--- src/tsz_xor_pkg.sv ---
/*
  Shared constants for the zero-test-and-skip and literal XOR execution block.
  Assumes a 16-bit instruction word and an 8-bit data path.
*/
package tsz_xor_pkg;
  localparam int          DATA_W          = 8;
  localparam int          INSN_W          = 16;
  localparam int          ADDR_W          = 12;
  localparam int          BANK_W          = 4;
  // Opcode match fields
  localparam logic [6:0]  OPC_TSTZ        = 7'h33;   // 0110 011
  localparam logic [7:0]  OPC_XORL        = 8'h0a;   // 0000 1010
  localparam int          ACCESS_BIT      = 8;
  // Access bank split and indexed window limit
  localparam logic [7:0]  ACCESS_SPLIT    = 8'h60;
  localparam logic [7:0]  INDEX_MAX       = 8'h5f;
  localparam logic [3:0]  BANK_HIGH       = 4'hf;
  // Flag positions in the status byte
  localparam int          FLAG_Z          = 2;
  localparam int          FLAG_N          = 4;
  localparam logic [7:0]  STATUS_RESET    = 8'h00;
  localparam logic [7:0]  WORK_RESET      = 8'h00;
  // Two-word instruction prefixes (upper nibble, upper 7 bits or upper byte)
  localparam logic [3:0]  TWO_WORD_C      = 4'hc;
  localparam logic [7:0]  TWO_WORD_CALL   = 8'hec;
  localparam logic [7:0]  TWO_WORD_GOTO   = 8'hef;
  localparam logic [6:0]  TWO_WORD_LFSR   = 7'h77;
  typedef enum logic [1:0] {ST_EXEC, ST_SKIP1, ST_SKIP2} exec_state_t;
endpackage : tsz_xor_pkg

--- src/operand_addr.sv ---
/*
  Resolves the 8-bit file operand of a byte instruction to a data address.
  Assumes the index base register is supplied by the surrounding core.
*/
`timescale 1ns/1ns
module operand_addr
  import tsz_xor_pkg::*;
(
  // Operand and selection
  input  wire logic [7:0]               file_operand,
  input  wire logic                     access_bit,
  input  wire logic                     ext_set_en,
  input  wire logic [BANK_W-1:0]        bank_select_register,
  input  wire logic [ADDR_W-1:0]        index_base,
  // Result
  output logic      [ADDR_W-1:0]        data_addr,
  output logic                          indexed
);
  import tsz_xor_pkg::*;

  wire logic [ADDR_W-1:0] banked_addr;
  wire logic [ADDR_W-1:0] access_addr;
  wire logic [ADDR_W-1:0] index_addr;

  assign indexed     = !access_bit && ext_set_en && (file_operand <= INDEX_MAX);
  assign banked_addr = {bank_select_register, file_operand};
  assign access_addr = (file_operand < ACCESS_SPLIT) ? {4'h0, file_operand}
                                                     : {BANK_HIGH, file_operand};
  assign index_addr  = ADDR_W'(index_base + {4'h0, file_operand});
  assign data_addr   = access_bit ? banked_addr : (indexed ? index_addr : access_addr);
endmodule : operand_addr

--- src/tsz_xor_exec.sv ---
/*
  Execution of the zero-test-and-skip and literal XOR instructions.
  Assumes one instruction cycle per core_clk rising edge, the next word already
  prefetched on fetch_word, and file data returned combinationally.
*/
`timescale 1ns/1ns
module tsz_xor_exec
  import tsz_xor_pkg::*;
(
  // Clock and reset
  input  wire logic                     core_clk,
  input  wire logic                     rst_n,
  // Instruction stream
  input  wire logic                     insn_valid,
  input  wire logic [INSN_W-1:0]        insn_word,
  input  wire logic [INSN_W-1:0]        fetch_word,
  // Operand addressing
  input  wire logic                     ext_set_en,
  input  wire logic [BANK_W-1:0]        bank_select_register,
  input  wire logic [ADDR_W-1:0]        index_base,
  output logic      [ADDR_W-1:0]        file_addr,
  output logic                          file_rd,
  output logic                          file_indexed,
  input  wire logic [DATA_W-1:0]        file_data,
  // Execution state
  output logic                          insn_ready,
  output logic                          nop_cycle,
  output logic                          skip_taken,
  output logic      [DATA_W-1:0]        working_reg,
  output logic      [DATA_W-1:0]        status_reg
);
  import tsz_xor_pkg::*;

  exec_state_t          state_r;
  exec_state_t          state_nxt;
  logic [DATA_W-1:0]    work_r;
  logic [DATA_W-1:0]    work_nxt;
  logic [DATA_W-1:0]    stat_r;
  logic [DATA_W-1:0]    stat_nxt;
  logic                 skip_r;

  ////////////////////////////////////////////////////////////////////////////
  // Decode
  wire logic            exec_slot;
  wire logic            is_tstz;
  wire logic            is_xorl;
  wire logic            file_zero;
  wire logic            do_skip;
  wire logic            next_two_word;
  wire logic [DATA_W-1:0] xor_result;

  assign exec_slot  = (state_r == ST_EXEC) && insn_valid;
  assign is_tstz    = exec_slot && (insn_word[15:9] == OPC_TSTZ);
  assign is_xorl    = exec_slot && (insn_word[15:8] == OPC_XORL);
  assign file_zero  = (file_data == 8'h00);
  assign do_skip    = is_tstz && file_zero;
  assign next_two_word = (fetch_word[15:12] == TWO_WORD_C)
                      || (fetch_word[15:8] == TWO_WORD_CALL)
                      || (fetch_word[15:8] == TWO_WORD_GOTO)
                      || (fetch_word[15:9] == TWO_WORD_LFSR)
                      || (fetch_word[15:8] == 8'heb);
  assign xor_result = work_r ^ insn_word[7:0];

  ////////////////////////////////////////////////////////////////////////////
  // Operand address
  operand_addr u_operand_addr (
    .file_operand         (insn_word[7:0]),
    .access_bit           (insn_word[ACCESS_BIT]),
    .ext_set_en           (ext_set_en),
    .bank_select_register (bank_select_register),
    .index_base           (index_base),
    .data_addr            (file_addr),
    .indexed              (file_indexed)
  );

  assign file_rd = is_tstz;

  ////////////////////////////////////////////////////////////////////////////
  // Sequencing of skip cycles
  always_comb begin
    state_nxt = state_r;
    case (state_r)
      ST_EXEC: begin
        if (do_skip) begin
          state_nxt = next_two_word ? ST_SKIP2 : ST_SKIP1;
        end
      end
      ST_SKIP2: begin
        state_nxt = ST_SKIP1;
      end
      ST_SKIP1: begin
        state_nxt = ST_EXEC;
      end
      default: begin
        state_nxt = ST_EXEC;
      end
    endcase
  end

  ////////////////////////////////////////////////////////////////////////////
  // Working register and flags
  always_comb begin
    work_nxt = work_r;
    stat_nxt = stat_r;
    if (is_xorl) begin
      work_nxt         = xor_result;
      stat_nxt[FLAG_N] = xor_result[DATA_W-1];
      stat_nxt[FLAG_Z] = (xor_result == 8'h00);
    end
  end

  always_ff @(posedge core_clk or negedge rst_n) begin
    if (!rst_n) begin
      state_r <= ST_EXEC;
      work_r  <= WORK_RESET;
      stat_r  <= STATUS_RESET;
      skip_r  <= 1'b0;
    end else begin
      state_r <= state_nxt;
      work_r  <= work_nxt;
      stat_r  <= stat_nxt;
      skip_r  <= do_skip;
    end
  end

  assign insn_ready  = (state_r == ST_EXEC);
  assign nop_cycle   = (state_r != ST_EXEC);
  assign skip_taken  = skip_r;
  assign working_reg = work_r;
  assign status_reg  = stat_r;
endmodule : tsz_xor_exec

--- config.mk ---
export PLATFORM = sky130hd
export DESIGN_NAME = tsz_xor_exec
export DESIGN_NICKNAME = d
export VERILOG_FILES = /design/src/tsz_xor_pkg.sv /design/src/operand_addr.sv /design/src/tsz_xor_exec.sv
export SDC_FILE = /design/constraint.sdc
export NUM_CORES = 1
export LEC_CHECK = 0
export BUFFER_PORTS_ARGS = -buffer_cell sky130_fd_sc_hd__buf_2
export CORE_MARGIN = 8
export CORE_UTILIZATION = 38
export DETAILED_ROUTE_END_ITERATION = 10
export PLACE_DENSITY = 0.77
export SLEW_MARGIN = 20
export SYNTH_ARGS = -nofsm -noshare
export SYNTH_HDL_FRONTEND = slang
export SYNTH_SLANG_ARGS = --single-unit
export TNS_END_PERCENT = 5
--- constraint.sdc ---
create_clock -name core_clk -period 2.2 [get_ports core_clk]
set_input_delay 0.22 -clock core_clk [delete_from_list [all_inputs] [get_ports core_clk]]
set_output_delay 0.22 -clock core_clk [all_outputs]
set_load 0.02 [all_outputs]
* Word-level counts from Yosys, hierarchy flattened *
Index checks and enable logic that the tools add are counted.
W data, S select, Z words.

operators by class
  add/subtract/negate cells = 1
  multiply operators = 0
  div/mod/pow operators = 0
  order comparisons = 2
  eq/ne operators = 9
  shifts and indexed selects = 0
  multiplexer cells = 6
  bitwise logic cells = 1
  reductions and logical operators = 15

operator list
  kind                  count
  $mux W12              3
  $eq A8 B8 Y1 const B  3
  $logic_not A8 Y1      2
  $add A12 B8 Y12       1
  $eq A8 B4 Y1 const B  1
  $le A8 B7 Y1 const B  1
  $lt A8 B7 Y1 const B  1
  $xor A8 B8 Y8         1
  $eq A7 B6 Y1 const B  1
  $eq A7 B7 Y1 const B  1
  $logic_and A1 B1 Y1   6
  $eq A4 B4 Y1 const B  1
  $logic_or A1 B1 Y1    4
  $mux W2               2
  $pmux W2 S2           1
  $eq A2 B2 Y1 const B  1
  $logic_not A2 Y1      1
  $ne A2 B1 Y1 const B  1
  $reduce_bool A2 Y1    1
  $logic_not A1 Y1      1

word-level totals
  register bits after elaboration = 13
  latch bits = 0
  RAM bits = 0
  bits in read-only memories = 0
  input port bits = 60
  output and inout bits = 33
  word-level logic and storage cells = 38
  memories = 0

* Logic depth before layout (Yosys ltp) *
  depth in word-level cells = 8
  depth in mapped cells = 8
  gate-level depth less buffers = 8

* By module *
From an unflattened synthesis, not the netlist that was laid out.

second synthesis, totals
  cell total of the unflattened synthesis = 148
  area, all modules = 1,295.0 um^2

by module, submodules not included
  module        times used  cells each  area each (um^2)  seq. area each (um^2)
  tsz_xor_exec  1           68          710.7             300.3
  operand_addr  1           80          584.3             0.0

* Worst setup path after synthesis *
Ideal clock, no wire load.

  path kind = input -> output
  start point = in insn_word[0]
  end point = out file_addr[10]
  arrival = 2.055 ns
  data required time = 1.980 ns
  setup slack = -0.075 ns
  stages on the path = 8
  path buffers = 0
  cell sequence = ha_1 inv_1 fa_1 nor2b_1 o211ai_1 a31oi_1 a31oi_1 o32ai_1

on the way
  word-level cells in the longest chain between the ends = 4
  elaborated cells between the ends (all ways) = 7
  those cells by class = add/sub (1); order compare (2); mux (3); reduce/logical (1)

RTL lines
  item                                             RTL line                                RTL
  from (decl)                                      tsz_xor_exec.sv:15                      input wire logic [INSN_W-1:0] insn_word,
  $lt A8 B7 Y1 or $le A8 B7 Y1 (tied branches)     operand_addr.sv:27, operand_addr.sv:25
  $mux W12 or $logic_and A1 B1 Y1 (tied branches)  operand_addr.sv:27, operand_addr.sv:25
  $mux W12 (*) (2 in series)                       operand_addr.sv:30                      assign data_addr = access_bit ? banked_addr : (indexed ? index_addr : access_addr);
  to (decl)                                        tsz_xor_exec.sv:21                      output logic [ADDR_W-1:0] file_addr,

Every way passes the cells marked *; elsewhere a longest branch is shown, timed or not.

* Worst setup path in the final report *
  start point = in insn_word[1]
  end point = out file_addr[9]

Same word-level chain as after synthesis.

==> reports/qor.json <==
{
  "route": {
    "wl_per_cell_um": 13.2,
    "drt_iter0_markers": 39,
    "drc_markers": 0,
    "postRouteAntennaNets": 0,
    "drtPass1Iterations": 4,
    "dr_total_vias": 1372,
    "route.detailed.vias_per_inst": 4.76,
    "wirelength_mm": 3.81
  },
  "sta": {
    "timing.clock.skew_ns": 0.000674,
    "period_needed_ns": 2.15,
    "worst_hold_slack_ns": 0.220,
    "report.final.slew_viol_count": 0,
    "final.setup.worst_slack_ns": 0.0518,
    "worst-slew-pin-transition_ns": 0.545,
    "unrepaired_setup_endpoints_after_global_routing": "yes",
    "max_slew_margin_pct": 63.4,
    "maxClockFrequency_mhz": 466,
    "setup-tns-final_ns": 0,
    "hold_viol": 0,
    "finalCritPeriodShare_pct": 97.6,
    "setup_viol": 0
  },
  "yosys": {
    "most_frequent_cell_after_synthesis": "sky130_fd_sc_hd__nand2_1",
    "synth.top_cells.by_area": "sky130_fd_sc_hd__dfrtp_1 (24%), sky130_fd_sc_hd__xnor2_1 (8.5%), sky130_fd_sc_hd__ha_1 (8.1%)",
    "yosys.cell_types.count": 40,
    "synthMuxAreaShare_pct": 1.72,
    "yosys-top-cells-count": "sky130_fd_sc_hd__nand2_1 (19), sky130_fd_sc_hd__dfrtp_1 (12), sky130_fd_sc_hd__inv_1 (12), sky130_fd_sc_hd__o21ai_0 (12), sky130_fd_sc_hd__xnor2_1 (12)",
    "main_combinational_cell_family_by_area_after_synthesis": "simple AND/OR/NAND/NOR gates",
    "dominant_synthesized_flop_cell": "sky130_fd_sc_hd__dfrtp_1",
    "yosys.area_share.xor_xnor_pct": 16.3,
    "yosysWarnings": 0,
    "ys_async_sr_fraction_pct": 100,
    "ys_seq_elements": 12,
    "synth_enable_flop_cells": 0,
    "yosys.area.top_type_share_pct": 24.2,
    "simple_gate_portion_of_the_synthesized_area_pct": 20.9,
    "synthCells": 150,
    "synth_area_leader_cell": "sky130_fd_sc_hd__dfrtp_1",
    "synth.cell_area_um2": 1240,
    "synth_compound_area_share_pct": 18.6,
    "ys_seq_area_share_pct": 24.2,
    "syn-mean-instance-area_um2": 8.26,
    "synth-adder-area-share_pct": 9.70
  },
  "setup_path": {
    "crit-reg2reg-launch": "state_r[1]",
    "critical_path_fanouts_max": 3,
    "crit_path_start": "insn_word[1]",
    "worstSetupStartpointType": "primary input",
    "regToRegEndpoint": "working_reg[7]",
    "critical_path.endpoint_type": "output pin",
    "critPathRequiredTime_ns": 1.98,
    "r2r_cells": 4,
    "arrival_time_reported_for_the_critical_path_endpoint_ns": 1.93,
    "ff2ff_setup_slack_ns": 0.35,
    "criticalPathCategory": "in -> out"
  },
  "floorplan": {
    "std_cell_rows": 20,
    "fp.coreArea_um2": 3080,
    "floorplan.die.width_um": 73.1,
    "dieHeight_um": 73.1,
    "die_footprint_um2": 5340,
    "initial_core_utilization_pct": 40.2,
    "ioPinCount": 93
  },
  "clocking": {
    "tritoncts": "built",
    "tritoncts_num_sinks": 12,
    "cts_made_buffers": 3,
    "htree_num_levels": 1,
    "worst_skew_pair.late_latency_ns": 0.27,
    "cts_root_buf": "sky130_fd_sc_hd__clkbuf_4",
    "clockBufferDepth": 2,
    "cts.repair_timing.setup_buffer_count": 0,
    "clock_pin_slew_on_the_worst_setup_and_hold_paths_ns": 0.08
  },
  "placed_design": {
    "place_congestion": 0.862,
    "dpl-instance-area_um2": 1760,
    "pre_cts_ws_ns": -0.0944,
    "dp.final_hpwl_mm": 3.27,
    "dpl.cell_count": 283,
    "port-buffer-count": 78
  },
  "power": {
    "switching_share_pct": 35.2,
    "total_leakage_power_uw": 0.000976,
    "share_clk_of_total_power_pct": 23.7,
    "power.combinational.fraction_pct": 44.2,
    "peakVddDrop_mv": 0.350,
    "seqPwrFrac_pct": 32.1,
    "power_density_nw_per_um2": 401,
    "cellInternalPower_uw": 481,
    "net-switching-power_uw": 261
  },
  "global_routing": {
    "global_route.overflow_total": 0,
    "grt_antenna_before_repair": 0,
    "grt_use_total_pct": 13.9,
    "first_pass_grt_wire_length_mm": 6.16,
    "grt_max_degree": 13,
    "grt_pass1_vias": 1391
  },
  "final_layout": {
    "finish.net_count": 314,
    "antennaDiodeCount": 0,
    "post_layout_nonfiller_instances": 288,
    "drive_gt1_share_pct": 43.9,
    "largest_reg_flops": 8,
    "areaGrowthSynthToFinish_pct": 49.4,
    "fin_area_um2": 1850
  },
  "hold_path": {
    "timing.hold.worst.start": "fetch_word[12]",
    "worstHoldEndpoint": "state_r[1]",
    "hold_path_depth": 3,
    "timing.hold.worst.class": "in -> reg"
  },
  "run": {
    "cap_violations": 0
  },
  "outcome": {
    "outcome": "complete, no violations"
  }
}
-- cell families (layout without fill, tap and decap cells) --
kind of cell,Yosys count,in the layout
buffers and inverters,20,109
flip-flops,12,12
AND/OR/NAND/NOR,46,46
AO/OA/AOI/OAI,37,37
XOR/XNOR,23,23
adder cells (fa/ha/maj),9,9
multiplexers,2,2
other,1,6
-- power by group through the flow --
| stage | Combinational, µW | Sequential [µW] | Clock (µW) |
|---|---|---|---|
| floorplan | 176 | 253 | 0 |
| global placement | 310 | 243 | 0 |
| detailed placement | 316 | 243 | 0 |
| CTS | 321 | 238 | 183 |
| global route | 362 | 240 | 195 |
| finish | 328 | 238 | 176 |
-- cell type report --
cell class	count	area (µm²)
clock buffer	4	36.3
fill	298	1230
inverter	12	45.0
multi-input combinational	123	887
sequential	12	300
tap	44	55.1
timing repair buffer	93	527
-- worst max-delay path by stage --
stage | to | slack, ns | cells past startpoint
global route | file_addr[10] | -0.08 | 10
floorplan | file_addr[6] | 0.05 | 8
global placement | file_addr[10] | -0.04 | 10
CTS | file_addr[8] | 0.008 | 11
detailed placement | file_addr[10] | -0.09 | 10
finish | file_addr[9] | 0.05 | 9
-- routing by layer --
metal	wire [µm]	share of wire, %	GRT usage [%]	vias up
met5	0	0	0	-
met4	0	0	0.667	0
met3	494	13	6.87	0
met2	1640	43	21.2	62
met1	1670	44	17.9	598
li1	-	-	-	712
-- metrics by stage --
step	power, µW	util, %
floorplan	429	-
global placement	553	57.1
detailed placement	558	57.1
CTS	742	58.9
global route	797	60.1
finish	743	60.1
-- layout by cell type (no fill, tap or decap), drive strengths merged, types with 2 or more instances in the layout --
| cell type | n |
|---|---|
| buf | 92 |
| nand2 | 19 |
| xnor2 | 12 |
| dfrtp | 12 |
| inv | 12 |
| o21ai | 12 |
| xor2 | 11 |
| ha | 8 |
| conb | 6 |
| a21oi | 6 |
| nor2 | 5 |
| nor4 | 5 |
| clkbuf | 4 |
| o211ai | 3 |
| nor3 | 3 |
| a31oi | 3 |
| a211oi | 2 |
| o21a | 2 |
| and4 | 2 |
| nand2b | 2 |
| o22ai | 2 |
| a21o | 2 |
| nand4b | 2 |
| or4 | 2 |
-- worst max-delay path, cell delays in order --
cell and delay, ns:
sky130_fd_sc_hd__buf_2 0.11, sky130_fd_sc_hd__buf_4 0.13, sky130_fd_sc_hd__ha_1 0.29, sky130_fd_sc_hd__a211oi_1 0.30, sky130_fd_sc_hd__o211ai_1 0.19, sky130_fd_sc_hd__a31oi_1 0.25
sky130_fd_sc_hd__a32oi_1 0.12, sky130_fd_sc_hd__o41ai_1 0.07, sky130_fd_sc_hd__buf_2 0.23
-- repair_timing --
| action | CTS | global route |
|---|---|---|
| pin swaps | 4 | 8 |
| endpoints found under the hold margin | 12 | 0 |
| gates resized for setup | 3 | 11 |
| cloned | 0 | 0 |
| setup endpoints to repair | 3 | 5 |
| hold buffers | 1 | 0 |
No activity file was read; power rests on OpenSTA's default activity.
